$ cat src/sracc_pkg.sv
// Shared constants, types and helpers for the SYSREF capture and
// calibration control block.
// Assumes a single device clock domain and an 8-bit register port.
package sracc_pkg;

  localparam int AW = 8;
  localparam int DW = 8;
  localparam int SAMPLE_W = 12;
  localparam int IQ_W = 15;
  localparam int NUM_CORES = 5;
  localparam int DELAY_TAPS = 16;
  localparam int CNT_W = 28;

  // Register offsets
  localparam logic [AW-1:0] ADDR_CAPTURE_CTRL = 8'h30;
  localparam logic [AW-1:0] ADDR_CAPTURE_STAT = 8'h31;
  localparam logic [AW-1:0] ADDR_DELAY_SEL = 8'h32;
  localparam logic [AW-1:0] ADDR_DDC_CONFIG = 8'h40;
  localparam logic [AW-1:0] ADDR_NCO_STEP = 8'h41;
  localparam logic [AW-1:0] ADDR_LINK_CTRL = 8'h42;
  localparam logic [AW-1:0] ADDR_OFFSET_ADJ = 8'h43;
  localparam logic [AW-1:0] ADDR_CAL_START = 8'h50;
  localparam logic [AW-1:0] ADDR_BG_CAL_CFG = 8'h57;
  localparam logic [AW-1:0] ADDR_TIMING_CFG = 8'h66;

  // Field positions
  localparam int BIT_RCVR_ON = 7;
  localparam int BIT_PROC_ON = 6;
  localparam int BIT_SEEN_CLR = 5;
  localparam int BIT_FAULT_CLR = 4;
  localparam int BIT_SEEN_FLAG = 7;
  localparam int BIT_FAULT_FLAG = 6;
  localparam int BIT_CAL_BUSY = 7;
  localparam int BIT_CAL_START = 3;
  localparam int BIT_BG_SEL = 0;
  localparam int BIT_CONT_SEL = 1;
  localparam int BIT_TIMING_CAL = 0;
  localparam int BIT_LINK_ON = 0;

  // Values after reset
  localparam logic [DW-1:0] RST_CAPTURE_CTRL = 8'h00;
  localparam logic [DW-1:0] RST_DELAY_SEL = 8'h00;
  localparam logic [DW-1:0] RST_DDC_CONFIG = 8'h00;
  localparam logic [DW-1:0] RST_NCO_STEP = 8'h00;
  localparam logic [DW-1:0] RST_LINK_CTRL = 8'h00;
  localparam logic [DW-1:0] RST_OFFSET_ADJ = 8'h00;
  localparam logic [DW-1:0] RST_CAL_START = 8'h00;
  localparam logic [DW-1:0] RST_BG_CAL_CFG = 8'h00;
  localparam logic [DW-1:0] RST_TIMING_CFG = 8'h00;

  // Cycle counts in device clock cycles
  localparam int FG_CAL_CYCLES_DEF = 102000000;
  localparam int TIMING_CAL_CYCLES_DEF = 125000000;
  localparam int BG_SWAP_CYCLES_DEF = 163200000;

  localparam logic [SAMPLE_W-1:0] STATIC_CODE = 12'h800;

  typedef enum logic [2:0] {
    SRACC_DEC_1 = 3'b000,
    SRACC_DEC_4 = 3'b001,
    SRACC_DEC_8 = 3'b010,
    SRACC_DEC_10 = 3'b011,
    SRACC_DEC_16 = 3'b100,
    SRACC_DEC_20 = 3'b101,
    SRACC_DEC_32 = 3'b110
  } sracc_dec_t;

  typedef enum logic [1:0] {
    SRACC_CAL_IDLE = 2'b00,
    SRACC_CAL_FG = 2'b01,
    SRACC_CAL_TIMING = 2'b10,
    SRACC_CAL_BG = 2'b11
  } sracc_cal_t;

  function automatic logic [5:0] sracc_dec_factor(input logic [2:0] code);
    case (code)
      SRACC_DEC_4: sracc_dec_factor = 6'h04;
      SRACC_DEC_8: sracc_dec_factor = 6'h08;
      SRACC_DEC_10: sracc_dec_factor = 6'h0A;
      SRACC_DEC_16: sracc_dec_factor = 6'h10;
      SRACC_DEC_20: sracc_dec_factor = 6'h14;
      SRACC_DEC_32: sracc_dec_factor = 6'h20;
      default: sracc_dec_factor = 6'h01;
    endcase
  endfunction

endpackage

$ cat src/sracc_sync.sv
// Two-flop synchroniser for a group of pin levels.
// Assumes inputs are asynchronous to mclk; bits are not coherent.
`timescale 1ns/1ps
module sracc_sync #(
  parameter int W = 2
) (
  input wire logic mclk,
  input wire logic rst_n,
  input wire logic [W-1:0] async_in,
  output logic [W-1:0] sync_out
);

  logic [W-1:0] meta_reg;
  logic [W-1:0] sync_reg;

  always_ff @(posedge mclk or negedge rst_n) begin
    if (!rst_n) begin
      meta_reg <= '0;
      sync_reg <= '0;
    end else begin
      meta_reg <= async_in;
      sync_reg <= meta_reg;
    end
  end

  assign sync_out = sync_reg;

endmodule

$ cat src/sracc_delay.sv
// Selectable delay line for the SYSREF level and its timing-window
// fault level, with rising-edge capture on the selected tap.
// Assumes both inputs are already synchronous to mclk.
`timescale 1ns/1ps
module sracc_delay #(
  parameter int TAPS = 16
) (
  input wire logic mclk,
  input wire logic rst_n,
  input wire logic sysref_lvl,
  input wire logic window_fault_lvl,
  input wire logic [$clog2(TAPS)-1:0] tap_sel,
  output logic edge_seen,
  output logic edge_fault
);

  logic [TAPS-1:0] ref_line_reg;
  logic [TAPS-1:0] flt_line_reg;
  logic prev_reg;
  logic tap_ref;
  logic tap_flt;

  always_ff @(posedge mclk or negedge rst_n) begin
    if (!rst_n) begin
      ref_line_reg <= '0;
      flt_line_reg <= '0;
    end else begin
      ref_line_reg <= {ref_line_reg[TAPS-2:0], sysref_lvl};
      flt_line_reg <= {flt_line_reg[TAPS-2:0], window_fault_lvl};
    end
  end

  assign tap_ref = ref_line_reg[tap_sel];
  assign tap_flt = flt_line_reg[tap_sel];

  always_ff @(posedge mclk or negedge rst_n) begin
    if (!rst_n) begin
      prev_reg <= 1'b0;
    end else begin
      prev_reg <= tap_ref;
    end
  end

  // Fault shares the edge's delay
  assign edge_seen = tap_ref & ~prev_reg;
  assign edge_fault = tap_ref & ~prev_reg & tap_flt;

endmodule

$ cat src/sracc_top.sv
// SYSREF capture, NCO/DDC output selection and calibration sequencing.
// Assumes registers are driven on mclk; SYSREF pins are asynchronous.
//
// The implementer's own choice: the plain strobed port.
`timescale 1ns/1ps
// Contract
// - Sticky flag on delayed SYSREF rising edge
// - Sticky flag on setup or hold failure
// - Seen-clear bit clears detected flag
// - Fault-clear bit clears capture fault flag
// - Four-bit field sets SYSREF delay
// - Receiver enable and processing enable bits
// - NCO phase reset during lane alignment; here only while decimation is above one (ddc_active)
// - Decimation one outputs raw 12-bit samples
// - Higher decimation outputs reduced-rate I/Q
// - Foreground calibration forces static output code
// - Self-clearing start bit runs bounded calibration
// - Start resets cal logic; relink afterwards
// - Background keeps five cores, swaps one
// - Background swap rate fixed internally
// - Offset adjust ignored in background mode
// - Timing calibration off at reset, optional
module sracc_top
  import sracc_pkg::*;
#(
  parameter int FG_CAL_CYCLES = sracc_pkg::FG_CAL_CYCLES_DEF,
  parameter int TIMING_CAL_CYCLES = sracc_pkg::TIMING_CAL_CYCLES_DEF,
  parameter int BG_SWAP_CYCLES = sracc_pkg::BG_SWAP_CYCLES_DEF
) (
  input wire logic mclk,
  input wire logic rst_n,
  input wire logic [sracc_pkg::AW-1:0] reg_addr,
  input wire logic [sracc_pkg::DW-1:0] reg_wdata,
  input wire logic reg_wr,
  input wire logic reg_rd,
  output logic [sracc_pkg::DW-1:0] reg_rdata,
  input wire logic sysref_in,
  input wire logic sysref_window_fault_in,
  input wire logic ila_active,
  input wire logic [sracc_pkg::SAMPLE_W-1:0] adc_sample,
  output logic lmfc_align,
  output logic nco_reset,
  output logic ddc_active,
  output logic sample_out_valid,
  output logic [sracc_pkg::SAMPLE_W-1:0] raw_out,
  output logic [sracc_pkg::IQ_W-1:0] i_out,
  output logic [sracc_pkg::IQ_W-1:0] q_out,
  output logic cal_busy,
  output logic cal_logic_reset,
  output logic timing_cal_active,
  output logic [sracc_pkg::NUM_CORES-1:0] core_powered,
  output logic [sracc_pkg::NUM_CORES-1:0] core_online,
  output logic [sracc_pkg::DW-1:0] offset_adjust_eff,
  output logic sysref_receiver_on,
  output logic serial_link_on
);

  import sracc_pkg::*;

  localparam logic [CNT_W-1:0] FG_LAST = CNT_W'(FG_CAL_CYCLES - 1);
  localparam logic [CNT_W-1:0] TM_LAST = CNT_W'(TIMING_CAL_CYCLES - 1);
  localparam logic [CNT_W-1:0] BG_LAST = CNT_W'(BG_SWAP_CYCLES - 1);
  localparam logic [2:0] LAST_CORE = 3'(NUM_CORES - 1);

  logic [DW-1:0] capture_ctrl_reg;
  logic [DW-1:0] delay_sel_reg;
  logic [DW-1:0] ddc_config_reg;
  logic [DW-1:0] nco_step_reg;
  logic [DW-1:0] link_ctrl_reg;
  logic [DW-1:0] offset_adj_reg;
  logic [DW-1:0] cal_start_reg;
  logic [DW-1:0] bg_cal_cfg_reg;
  logic [DW-1:0] timing_cfg_reg;
  logic [DW-1:0] rdata_reg;
  logic sysref_seen_flag;
  logic capture_fault_flag;

  logic [1:0] pins_sync;
  logic sysref_gated;
  logic fault_gated;
  logic edge_seen;
  logic edge_fault;

  logic wr_ctrl;
  logic cal_start;
  logic background_cal_sel;
  logic continuous_cal_sel;
  logic bg_mode;
  logic sysref_processing_on;
  logic sysref_seen_clear;
  logic capture_fault_clear;

  sracc_cal_t cal_state_reg;
  logic [CNT_W-1:0] cal_cnt_reg;
  logic timing_latched_reg;
  logic cal_reset_reg;
  logic [2:0] offline_core_reg;
  logic in_fg_cal;

  logic [15:0] nco_phase_reg;
  logic [5:0] dec_cnt_reg;
  logic [5:0] dec_last;
  logic signed [IQ_W-1:0] sample_s;
  logic signed [IQ_W-1:0] sample_neg;
  logic valid_reg;
  logic [SAMPLE_W-1:0] raw_reg;
  logic [IQ_W-1:0] i_reg;
  logic [IQ_W-1:0] q_reg;

  // Register writes
  assign wr_ctrl = reg_wr && (reg_addr == ADDR_CAPTURE_CTRL);
  assign cal_start = reg_wr && (reg_addr == ADDR_CAL_START) &&
                     reg_wdata[BIT_CAL_START];

  always_ff @(posedge mclk or negedge rst_n) begin
    if (!rst_n) begin
      capture_ctrl_reg <= RST_CAPTURE_CTRL;
      delay_sel_reg <= RST_DELAY_SEL;
      ddc_config_reg <= RST_DDC_CONFIG;
      nco_step_reg <= RST_NCO_STEP;
      link_ctrl_reg <= RST_LINK_CTRL;
      offset_adj_reg <= RST_OFFSET_ADJ;
      cal_start_reg <= RST_CAL_START;
      bg_cal_cfg_reg <= RST_BG_CAL_CFG;
      timing_cfg_reg <= RST_TIMING_CFG;
    end else if (reg_wr) begin
      if (reg_addr == ADDR_CAPTURE_CTRL) begin
        capture_ctrl_reg <= reg_wdata;
      end else if (reg_addr == ADDR_DELAY_SEL) begin
        delay_sel_reg <= {4'h0, reg_wdata[3:0]};
      end else if (reg_addr == ADDR_DDC_CONFIG) begin
        ddc_config_reg <= {5'h00, reg_wdata[2:0]};
      end else if (reg_addr == ADDR_NCO_STEP) begin
        nco_step_reg <= reg_wdata;
      end else if (reg_addr == ADDR_LINK_CTRL) begin
        link_ctrl_reg <= {7'h00, reg_wdata[BIT_LINK_ON]};
      end else if (reg_addr == ADDR_OFFSET_ADJ) begin
        offset_adj_reg <= reg_wdata;
      end else if (reg_addr == ADDR_CAL_START) begin
        // Start bit is never stored: it reads back as zero
        cal_start_reg <= {1'b0, reg_wdata[6:4], 1'b0,
                          reg_wdata[2:0]};
      end else if (reg_addr == ADDR_BG_CAL_CFG) begin
        bg_cal_cfg_reg <= reg_wdata;
      end else if (reg_addr == ADDR_TIMING_CFG) begin
        timing_cfg_reg <= reg_wdata;
      end
    end
  end

  assign sysref_receiver_on = capture_ctrl_reg[BIT_RCVR_ON];
  assign sysref_processing_on = capture_ctrl_reg[BIT_PROC_ON];
  assign sysref_seen_clear = capture_ctrl_reg[BIT_SEEN_CLR];
  assign capture_fault_clear = capture_ctrl_reg[BIT_FAULT_CLR];
  assign background_cal_sel = bg_cal_cfg_reg[BIT_BG_SEL];
  assign continuous_cal_sel = bg_cal_cfg_reg[BIT_CONT_SEL];
  // Both bits are needed; either alone stays in foreground mode
  assign bg_mode = background_cal_sel && continuous_cal_sel;
  assign serial_link_on = link_ctrl_reg[BIT_LINK_ON];

  // SYSREF capture path
  sracc_sync #(
    .W(2)
  ) u_sync (
    .mclk(mclk),
    .rst_n(rst_n),
    .async_in({sysref_window_fault_in, sysref_in}),
    .sync_out(pins_sync)
  );

  // Receiver off: the delay line sees a quiet input
  assign sysref_gated = pins_sync[0] & sysref_receiver_on;
  assign fault_gated = pins_sync[1] & sysref_receiver_on;

  sracc_delay #(
    .TAPS(DELAY_TAPS)
  ) u_delay (
    .mclk(mclk),
    .rst_n(rst_n),
    .sysref_lvl(sysref_gated),
    .window_fault_lvl(fault_gated),
    .tap_sel(delay_sel_reg[3:0]),
    .edge_seen(edge_seen),
    .edge_fault(edge_fault)
  );

  // A held clear bit wins over a new event
  always_ff @(posedge mclk or negedge rst_n) begin
    if (!rst_n) begin
      sysref_seen_flag <= 1'b0;
    end else if (sysref_seen_clear) begin
      sysref_seen_flag <= 1'b0;
    end else if (edge_seen) begin
      sysref_seen_flag <= 1'b1;
    end
  end

  always_ff @(posedge mclk or negedge rst_n) begin
    if (!rst_n) begin
      capture_fault_flag <= 1'b0;
    end else if (capture_fault_clear) begin
      capture_fault_flag <= 1'b0;
    end else if (edge_fault) begin
      capture_fault_flag <= 1'b1;
    end
  end

  // Alignment only on clean captures with processing enabled
  always_ff @(posedge mclk or negedge rst_n) begin
    if (!rst_n) begin
      lmfc_align <= 1'b0;
    end else begin
      lmfc_align <= edge_seen && !edge_fault && sysref_processing_on;
    end
  end

  // Calibration sequencer
  always_ff @(posedge mclk or negedge rst_n) begin
    if (!rst_n) begin
      cal_state_reg <= SRACC_CAL_IDLE;
      cal_cnt_reg <= '0;
      timing_latched_reg <= 1'b0;
      cal_reset_reg <= 1'b0;
    end else if (cal_start) begin
      // Restart wipes any run in progress
      cal_state_reg <= SRACC_CAL_FG;
      cal_cnt_reg <= '0;
      timing_latched_reg <= timing_cfg_reg[BIT_TIMING_CAL];
      cal_reset_reg <= 1'b1;
    end else begin
      cal_reset_reg <= 1'b0;
      case (cal_state_reg)
        SRACC_CAL_FG: begin
          if (cal_cnt_reg == FG_LAST) begin
            cal_cnt_reg <= '0;
            if (timing_latched_reg) begin
              cal_state_reg <= SRACC_CAL_TIMING;
            end else if (bg_mode) begin
              cal_state_reg <= SRACC_CAL_BG;
            end else begin
              cal_state_reg <= SRACC_CAL_IDLE;
            end
          end else begin
            cal_cnt_reg <= cal_cnt_reg + 1'b1;
          end
        end
        SRACC_CAL_TIMING: begin
          if (cal_cnt_reg == TM_LAST) begin
            cal_cnt_reg <= '0;
            cal_state_reg <= bg_mode ? SRACC_CAL_BG : SRACC_CAL_IDLE;
          end else begin
            cal_cnt_reg <= cal_cnt_reg + 1'b1;
          end
        end
        SRACC_CAL_BG: begin
          if (!bg_mode) begin
            cal_state_reg <= SRACC_CAL_IDLE;
            cal_cnt_reg <= '0;
          end else if (cal_cnt_reg == BG_LAST) begin
            cal_cnt_reg <= '0;
          end else begin
            cal_cnt_reg <= cal_cnt_reg + 1'b1;
          end
        end
        default: begin
          cal_cnt_reg <= '0;
        end
      endcase
    end
  end

  // Rotation of the offline core; one-cycle swap keeps data flowing
  always_ff @(posedge mclk or negedge rst_n) begin
    if (!rst_n) begin
      offline_core_reg <= LAST_CORE;
    end else if (cal_start) begin
      offline_core_reg <= LAST_CORE;
    end else if (cal_state_reg == SRACC_CAL_BG && bg_mode &&
                 cal_cnt_reg == BG_LAST) begin
      if (offline_core_reg == LAST_CORE) begin
        offline_core_reg <= 3'h0;
      end else begin
        offline_core_reg <= offline_core_reg + 3'h1;
      end
    end
  end

  assign in_fg_cal = (cal_state_reg == SRACC_CAL_FG) ||
                     (cal_state_reg == SRACC_CAL_TIMING);
  assign cal_busy = in_fg_cal;
  assign cal_logic_reset = cal_reset_reg;
  assign timing_cal_active = (cal_state_reg == SRACC_CAL_TIMING);
  // Fifth core only draws power in background mode
  assign core_powered = bg_mode ? 5'h1F : 5'h0F;
  assign core_online = (cal_state_reg == SRACC_CAL_BG) ?
                       (5'h1F & ~(5'h01 << offline_core_reg)) :
                       (in_fg_cal ? 5'h00 : 5'h0F);
  assign offset_adjust_eff = bg_mode ? 8'h00 : offset_adj_reg;

  // NCO and decimation
  assign dec_last = sracc_dec_factor(ddc_config_reg[2:0]) - 6'h01;
  assign ddc_active = (sracc_dec_factor(ddc_config_reg[2:0]) != 6'h01);
  assign nco_reset = ila_active && ddc_active;

  always_ff @(posedge mclk or negedge rst_n) begin
    if (!rst_n) begin
      nco_phase_reg <= 16'h0000;
    end else if (nco_reset) begin
      nco_phase_reg <= 16'h0000;
    end else begin
      nco_phase_reg <= nco_phase_reg + {8'h00, nco_step_reg};
    end
  end

  always_ff @(posedge mclk or negedge rst_n) begin
    if (!rst_n) begin
      dec_cnt_reg <= 6'h00;
    end else if (dec_cnt_reg >= dec_last) begin
      dec_cnt_reg <= 6'h00;
    end else begin
      dec_cnt_reg <= dec_cnt_reg + 6'h01;
    end
  end

  // Offset binary to signed, plus offset trim
  assign sample_s = IQ_W'($signed({~adc_sample[SAMPLE_W-1],
                                    adc_sample[SAMPLE_W-2:0]})) +
                    IQ_W'($signed(offset_adjust_eff));
  assign sample_neg = -sample_s;

  always_ff @(posedge mclk or negedge rst_n) begin
    if (!rst_n) begin
      valid_reg <= 1'b0;
      raw_reg <= STATIC_CODE;
      i_reg <= '0;
      q_reg <= '0;
    end else begin
      valid_reg <= (dec_cnt_reg >= dec_last);
      if (in_fg_cal) begin
        raw_reg <= STATIC_CODE;
        i_reg <= '0;
        q_reg <= '0;
      end else if (!ddc_active) begin
        // Trim can wrap at full scale; bypass keeps the raw width
        raw_reg <= {~sample_s[SAMPLE_W-1], sample_s[SAMPLE_W-2:0]};
        i_reg <= '0;
        q_reg <= '0;
      end else if (dec_cnt_reg >= dec_last) begin
        raw_reg <= STATIC_CODE;
        // Quadrant mixer: coarse, but phase-exact after reset
        case (nco_phase_reg[15:14])
          2'b00: begin
            i_reg <= sample_s;
            q_reg <= '0;
          end
          2'b01: begin
            i_reg <= '0;
            q_reg <= sample_neg;
          end
          2'b10: begin
            i_reg <= sample_neg;
            q_reg <= '0;
          end
          default: begin
            i_reg <= '0;
            q_reg <= sample_s;
          end
        endcase
      end
    end
  end

  assign sample_out_valid = valid_reg;
  assign raw_out = raw_reg;
  assign i_out = i_reg;
  assign q_out = q_reg;

  // Register reads, data one cycle after the strobe
  always_ff @(posedge mclk or negedge rst_n) begin
    if (!rst_n) begin
      rdata_reg <= 8'h00;
    end else if (reg_rd) begin
      if (reg_addr == ADDR_CAPTURE_CTRL) begin
        rdata_reg <= capture_ctrl_reg;
      end else if (reg_addr == ADDR_CAPTURE_STAT) begin
        rdata_reg <= {sysref_seen_flag, capture_fault_flag, 6'h00};
      end else if (reg_addr == ADDR_DELAY_SEL) begin
        rdata_reg <= delay_sel_reg;
      end else if (reg_addr == ADDR_DDC_CONFIG) begin
        rdata_reg <= ddc_config_reg;
      end else if (reg_addr == ADDR_NCO_STEP) begin
        rdata_reg <= nco_step_reg;
      end else if (reg_addr == ADDR_LINK_CTRL) begin
        rdata_reg <= link_ctrl_reg;
      end else if (reg_addr == ADDR_OFFSET_ADJ) begin
        rdata_reg <= offset_adj_reg;
      end else if (reg_addr == ADDR_CAL_START) begin
        rdata_reg <= cal_start_reg | {cal_busy, 7'h00};
      end else if (reg_addr == ADDR_BG_CAL_CFG) begin
        rdata_reg <= bg_cal_cfg_reg;
      end else if (reg_addr == ADDR_TIMING_CFG) begin
        rdata_reg <= timing_cfg_reg;
      end else begin
        rdata_reg <= 8'h00;
      end
    end else begin
      rdata_reg <= 8'h00;
    end
  end

  assign reg_rdata = rdata_reg;

endmodule

$ cat config.mk
export PLATFORM = sky130hd
export DESIGN_NAME = sracc_top
export DESIGN_NICKNAME = d
export VERILOG_FILES = /design/src/sracc_pkg.sv /design/src/sracc_sync.sv /design/src/sracc_delay.sv /design/src/sracc_top.sv
export SDC_FILE = /design/constraint.sdc
export NUM_CORES = 1
export LEC_CHECK = 0
export BUFFER_PORTS_ARGS = -buffer_cell sky130_fd_sc_hd__buf_2
export CORE_UTILIZATION = 50
export CTS_CLUSTER_SIZE = 10
export DETAILED_ROUTE_END_ITERATION = 7
export PLACE_DENSITY = 0.75
export SLEW_MARGIN = 20
export SYNTH_ARGS = -nofsm -noshare
export SYNTH_HDL_FRONTEND = slang
export SYNTH_SLANG_ARGS = --single-unit
$ cat constraint.sdc
create_clock -name mclk -period 3.7 [get_ports mclk]
set_input_delay 0.37 -clock mclk [delete_from_list [all_inputs] [get_ports mclk]]
set_output_delay 0.37 -clock mclk [all_outputs]
set_load 0.02 [all_outputs]
# [Word-level counts from Yosys, hierarchy flattened]
# Index checks and enable logic that the tools add are counted.
[word_totals] regBits=202 elab_cells=166 input_bits=35
[op_classes] bitwise_logic=17 eq_ne=30 n_reduce_logical=26 order_cmp=2 n_addsub=7 n_shift=1 n_mux=54
[ops] operator="28-bit two-way mux" n=5
[ops] operator="8-bit two-way mux" n=12
[ops] operator="15-bit two-way mux" n=6
[ops] operator="28-bit one-hot mux with 3 select lines" n=1
[ops] operator="15-bit one-hot mux with 2 select lines" n=2
[ops] operator="28-bit by 27-bit equality test with 1-bit output, second input constant" n=2
[ops] operator="8-bit by 7-bit equality test with 1-bit output, second input constant" n=7
[ops] operator="12-bit two-way mux" n=3
[ops] operator="6-bit one-hot mux with 6 select lines" n=1
[ops] operator="28-bit by 1-bit adder with 28-bit output, second input constant" n=1
[ops] operator="28-bit equality test, second input constant" n=1
[ops] operator="8-bit by 6-bit equality test with 1-bit output, second input constant" n=3
[ops] operator="16-bit by 8-bit adder with 16-bit output" n=1
[ops] operator="16-bit two-way mux" n=1
[ops] operator="13-bit negator with 15-bit output" n=1
[ops] operator="12-bit by 8-bit adder with 13-bit output" n=1
[ops] operator="3-bit equality test, second input constant" n=4
[ops] operator="2-bit two-way mux" n=6
[ops] operator="1-bit inverter" n=11
[ops] operator="5-bit two-way mux" n=2
[ops] operator="10-bit AND reduction" n=1
[ops] operator="3-bit two-way mux" n=3
[ops] operator="9-bit AND reduction" n=1
[ops] operator="1-bit binary-select mux with 4-bit select" n=2
[ops] operator="34 further kinds" n=59

# [Depth between registers and ports, before layout]
[depth] word_depth=12 depth_mapped=13

# [Hierarchy]
# Synthesis repeated with hierarchy kept, for this count alone.
[hier_totals] hier_cells=982 hier_area_um2=10364.9
[by_module_without_submodules] module="sracc_top" instances=1 cells_each=917 area_each_um2=9101.2 seq_area_each_um2=4131.5
[by_module_without_submodules] module="sracc_delay" instances=1 cells_each=61 area_each_um2=1163.6 seq_area_each_um2=825.8
[by_module_without_submodules] module="sracc_sync" instances=1 cells_each=4 area_each_um2=100.1 seq_area_each_um2=100.1

# [Worst setup path before layout]
# No wires, ideal clock.
[synth_timing] path_type="register to register" startpoint="reg bg_cal_cfg_reg[0]" endpoint="reg i_reg[12] (netlist: i_out[12])" t_required_ns=3.574 slack_ns=0.180 setup_time_ns=0.126 t_arrival_ns=3.394 path_stages_with_launch=13 cell_sequence="dfrtp_1 -> nand2_2 -> and2_1 -> ha_1 -> fa_1 -> a21o_2 -> a21oi_2 -> xnor2_2 -> or4_4 -> nor3_4 -> nand3_1 -> or3b_4 -> a221o_1"
[synth_between] elab_chain_cells=8
[synth_lines] item="start, declared" line="sracc_top.sv:72" text="logic [DW-1:0] bg_cal_cfg_reg;"
[synth_lines] item="start signal, assigned" line="sracc_top.sv:144" text="bg_cal_cfg_reg <= reg_wdata;"
[synth_lines] item="1-bit logical AND *" line="sracc_top.sv:158" text="assign bg_mode = background_cal_sel && continuous_cal_sel;"
[synth_lines] item="8-bit two-way mux *" line="sracc_top.sv:298" text="assign offset_adjust_eff = bg_mode ? 8'h00 : offset_adj_reg;"
[synth_lines] item="via offset_adjust_eff (one bit)" line="sracc_top.sv:53" text="output logic [sracc_pkg::DW-1:0] offset_adjust_eff,"
[synth_lines] item="12-bit by 8-bit adder with 13-bit output *" line="sracc_top.sv:327" text="adc_sample[SAMPLE_W-2:0]})) +"
[synth_lines] item="13-bit negator with 15-bit output" line="sracc_top.sv:329" text="assign sample_neg = -sample_s;"
[synth_lines] item="15-bit one-hot mux with 2 select lines *" line="sracc_top.sv:351" text="case (nco_phase_reg[15:14])"
[synth_lines] item="15-bit two-way mux *" line="sracc_top.sv:348" text="end else if (dec_cnt_reg >= dec_last) begin"
[synth_lines] item="15-bit two-way mux *" line="sracc_top.sv:343" text="end else if (!ddc_active) begin"
[synth_lines] item="15-bit two-way mux *" line="sracc_top.sv:339" text="if (in_fg_cal) begin"
[synth_lines] item="end signal, assigned" line="sracc_top.sv:353" text="i_reg <= sample_s;"
[synth_lines] item="end signal, assigned" line="sracc_top.sv:361" text="i_reg <= sample_neg;"
[synth_lines] item="end, declared" line="sracc_top.sv:107" text="logic [IQ_W-1:0] i_reg;"
# The timed path passes the listed nets; every way through them passes the cells marked *. The select of a mux whose other input is x is not followed.
# A chain may end at the register's enable or synchronous reset.

# [Worst setup path after layout]
[layout_timing] startpoint="reg bg_cal_cfg_reg[0]" endpoint="reg i_reg[12] (netlist: i_out[12])"
[layout_between] elab_chain_cells=8
[layout_lines] item="1-bit logical AND *" line="sracc_top.sv:158"
[layout_lines] item="8-bit two-way mux *" line="sracc_top.sv:298"
[layout_lines] item="12-bit by 8-bit adder with 13-bit output *" line="sracc_top.sv:327"
[layout_lines] item="13-bit negator with 15-bit output" line="sracc_top.sv:329"
[layout_lines] item="15-bit one-hot mux with 2 select lines *" line="sracc_top.sv:351"
[layout_lines] item="15-bit two-way mux *" line="sracc_top.sv:348"
[layout_lines] item="15-bit two-way mux *" line="sracc_top.sv:343"
[layout_lines] item="15-bit two-way mux *" line="sracc_top.sv:339"
# Every way passes the cells marked *; elsewhere a longest branch is shown, timed or not. The select of a mux whose other input is x is not followed.

==> impl_metrics.json <==
{
  "status": "finished, final reports clean",
  "crit_fanout": 10,
  "critPathMaxStageDelay_ns": 0.56,
  "first_iter_violations": 534,
  "final_cell_mix": "dfrtp_1 (200), buf_2 (106), nor2_1 (96), nand2_1 (70), mux2_2 (53)",
  "netlist_top_cells_area": "dfrtp_1 (50%), mux2_2 (5.9%), ha_1 (4.4%)",
  "antenna_cells": 0,
  "dpl.cell_count": 1281,
  "maxCapViolCount": 0,
  "holdPathStages": 3,
  "num_rows": 51,
  "finalInstanceArea_sq_um": 11620,
  "p_per_area_nw_per_um2": 489.8,
  "routedWlPerCell_um": 17.28,
  "drt_wl_total_um": 22810,
  "die_area_sq_um": 20690,
  "worst_pin_slew_ns": 0.9105,
  "cp-end-kind": "register",
  "critical_path_arrival_ns": 3.91,
  "power.share.clock": 0.356,
  "worstPathRequired_ns": 4.09,
  "gr-usage-met1": 0.3257,
  "grt_pass1_vias": 7148,
  "ys_ff_latch": 202,
  "syn2layout_area_growth_pct": 15.50,
  "gp_congestion": 0.8863,
  "final_nets": 1118,
  "pre_cts_slack_ns": 0.08631,
  "fin_worst_skew_ns": 0.01341,
  "gr-usage-met2": 0.3583,
  "setup.worst_path.start_class": "register",
  "fp.dieH_um": 143.8,
  "vias_per_cell": 5.655,
  "switching_share": 0.2941,
  "critPathKind": "reg2reg",
  "ys.flop_type": "dfrtp_1",
  "reg2reg_from": "bg_cal_cfg_reg[0]$_DFFE_PN0P_",
  "r2r_end": "i_out[12]$_DFFE_PN0P_",
  "yosysSeqAreaShare": 0.5028,
  "min-delay-start": "reg_rd",
  "coreArea_sq_um": 19590,
  "grt_max_degree": 88,
  "report.final.slew_viol_count": 0,
  "htree_levels": 1,
  "synth_area_sq_um": 10060,
  "ant_nets": 0,
  "portBuffers": 107,
  "top_usage_layer": "met2",
  "cts.reportedPaths.clkPinSlew_ns": 0.06,
  "gr-usage-met3": 0.04399,
  "stdcell_count": 1320,
  "yosysTopAreaCellShare": 0.4976,
  "cp_num_buf_inv": 1,
  "synth_cell_types": 80,
  "grt_usage": 0.2283,
  "numCtsBuffers": 24,
  "largest_reg_flops": 28,
  "finalHoldViolations": 0,
  "p_leak_nw": 5.539,
  "io-pin-count": 112,
  "cts.sinks": 202,
  "crit_top_cell": "ha_1",
  "antenna_found_initial": 0,
  "hold_class": "in2reg",
  "pwr-share-comb": 0.196,
  "crit_slowest_cell": "or4_4",
  "root_buffer": "clkbuf_16",
  "r2r_slack_ns": 0.18,
  "avgSynthCellArea_sq_um": 10.87,
  "insertion_delay_ns": 0.52,
  "rsz0062_at_grt": "false",
  "post-dp-hpwl_um": 16230,
  "cts_tree": "done",
  "setup_slack_ns": 0.1806,
  "holdPathEnd": "reg_rdata[6]$_DFF_PN0_",
  "drc_errors": 0,
  "floorplan.initialDensity": 0.5134,
  "postSynth.asyncResetShare": 1.000,
  "period_minus_slack_ns": 3.519,
  "p_sw_mw": 1.673,
  "yosys.area.top_type": "dfrtp_1",
  "critical-path-top-delay-family": "simple AND/OR/NAND/NOR gates",
  "synth_edf_count": 0,
  "syn_inst": 925,
  "seqPwrFrac": 0.448,
  "via_count": 7464,
  "final_common_cell": "dfrtp_1",
  "fmax_mhz": 284.1,
  "grt_pass1_wl_um": 37100,
  "path_cells": "nand2_4 > and2_1 > ha_1 > fa_2 > inv_1 > ha_1 > nand2_1 > or4_4 > nor3_4 > nand3_1 > or3b_4 > a221o_1",
  "internal_power_mw": 4.017,
  "maxSlewHeadroom": 0.3847,
  "ir_worst_vdd_mv": 0.3649,
  "dieWidth_um": 143.8,
  "layout-drive-gt1-share": 0.2284,
  "overflow": 0,
  "min_period_over_period": 0.9512,
  "ys_warn_count": 0,
  "setup-tns-final_ns": 0,
  "worstRegToRegCells": 12,
  "cts_buffer_depth": 3,
  "setup_viol": 0,
  "firstDrtPassIters": 5,
  "placed_area_sq_um": 10910
}
-- through the flow --
stage	hold WS [ns]	power [mW]	utilization
after floorplan	0.07441	3.324	-
after CTS	0.1640	5.742	0.5920
after global routing	0.1921	5.990	0.5930
after global placement	0.3318	3.658	0.5570
final	0.1775	5.690	0.5930
after detailed placement	0.3347	3.694	0.5570
-- power by group through the flow --
stage	registers (mW)	logic, mW	clock network, mW
floorplan	2.63	0.696	0
global placement	2.57	1.08	0
detailed placement	2.58	1.11	0
CTS	2.55	1.12	2.07
global route	2.57	1.26	2.16
finish	2.55	1.12	2.03
-- cell type report --
cell class	count	area, sq um
repair buffers	129	729.5
clock inverters	2	21.27
well taps	265	331.6
multi-input cells	655	4716
clock buffers	33	634.4
inverters	34	127.6
flip-flops and latches	202	5057
fillers	1643	7973
-- Yosys cell counts, types with 8 or more instances --
cell	count
a21oi_1	49
xor2_1	29
xnor2_1	39
a22o_1	13
inv_1	33
dfrtp_1	200
o21ai_0	29
nand3_1	34
nor2b_1	8
mux4_2	10
mux2_2	53
nand4_1	11
and2_1	20
nor2_1	97
nand2_1	70
nor3_1	23
clkbuf_1	25
ha_1	35
and3_1	15
-- cells by family (layout without fill, tap and decap cells) --
family,count (synthesis),count (layout),share of synthesized area
and+or+nand+nor,316,316,0.1541
DFF,202,202,0.5028
AOI/OAI and AO/OA,157,157,0.1091
xor gates and xnor gates,72,72,0.06680
buffers and inverters,71,198,0.03097
muxes,69,69,0.08832
adders and majority gates,37,37,0.04752
other,1,4,0.0003728
-- worst register-to-register path: stages, from the launching register on --
cell	delay, ns
dfrtp_1	0.41
nand2_4	0.14
and2_1	0.16
ha_1	0.21
fa_2	0.49
inv_1	0.09
ha_1	0.19
nand2_1	0.09
or4_4	0.56
nor3_4	0.22
nand3_1	0.09
or3b_4	0.43
a221o_1	0.31
-- what timing repair did --
action	4_1_cts	5_1_grt
setup buffers	0	1
endpoints found under the setup margin	0	6
hold buffers	3	0
hold endpoints to repair	81	0
gates resized for setup	0	3
-- how the worst max path moves through the flow --
stage | startpoint | slack (ns) | end | cells after the start
final | bg_cal_cfg_reg[0]$_DFFE_PN0P_ | 0.18 | i_out[12]$_DFFE_PN0P_ | 12
after global routing | bg_cal_cfg_reg[0]$_DFFE_PN0P_ | 0.02 | i_out[12]$_DFFE_PN0P_ | 11
after CTS | bg_cal_cfg_reg[0]$_DFFE_PN0P_ | 0.08 | q_out[14]$_DFFE_PN0P_ | 12
after detailed placement | bg_cal_cfg_reg[0]$_DFFE_PN0P_ | 0.09 | q_out[14]$_DFFE_PN0P_ | 12
after global placement | bg_cal_cfg_reg[0]$_DFFE_PN0P_ | 0.20 | i_out[12]$_DFFE_PN0P_ | 12
after floorplan | bg_cal_cfg_reg[0]$_DFFE_PN0P_ | 0.18 | i_out[12]$_DFFE_PN0P_ | 12
-- layer usage --
metal,part of all wire,vias up
li1,-,3501
met1,0.45,3689
met2,0.46,237
met3,0.061,37
met4,0.022,0
met5,0,-
Note: power is estimated with default switching activity, not from simulation.
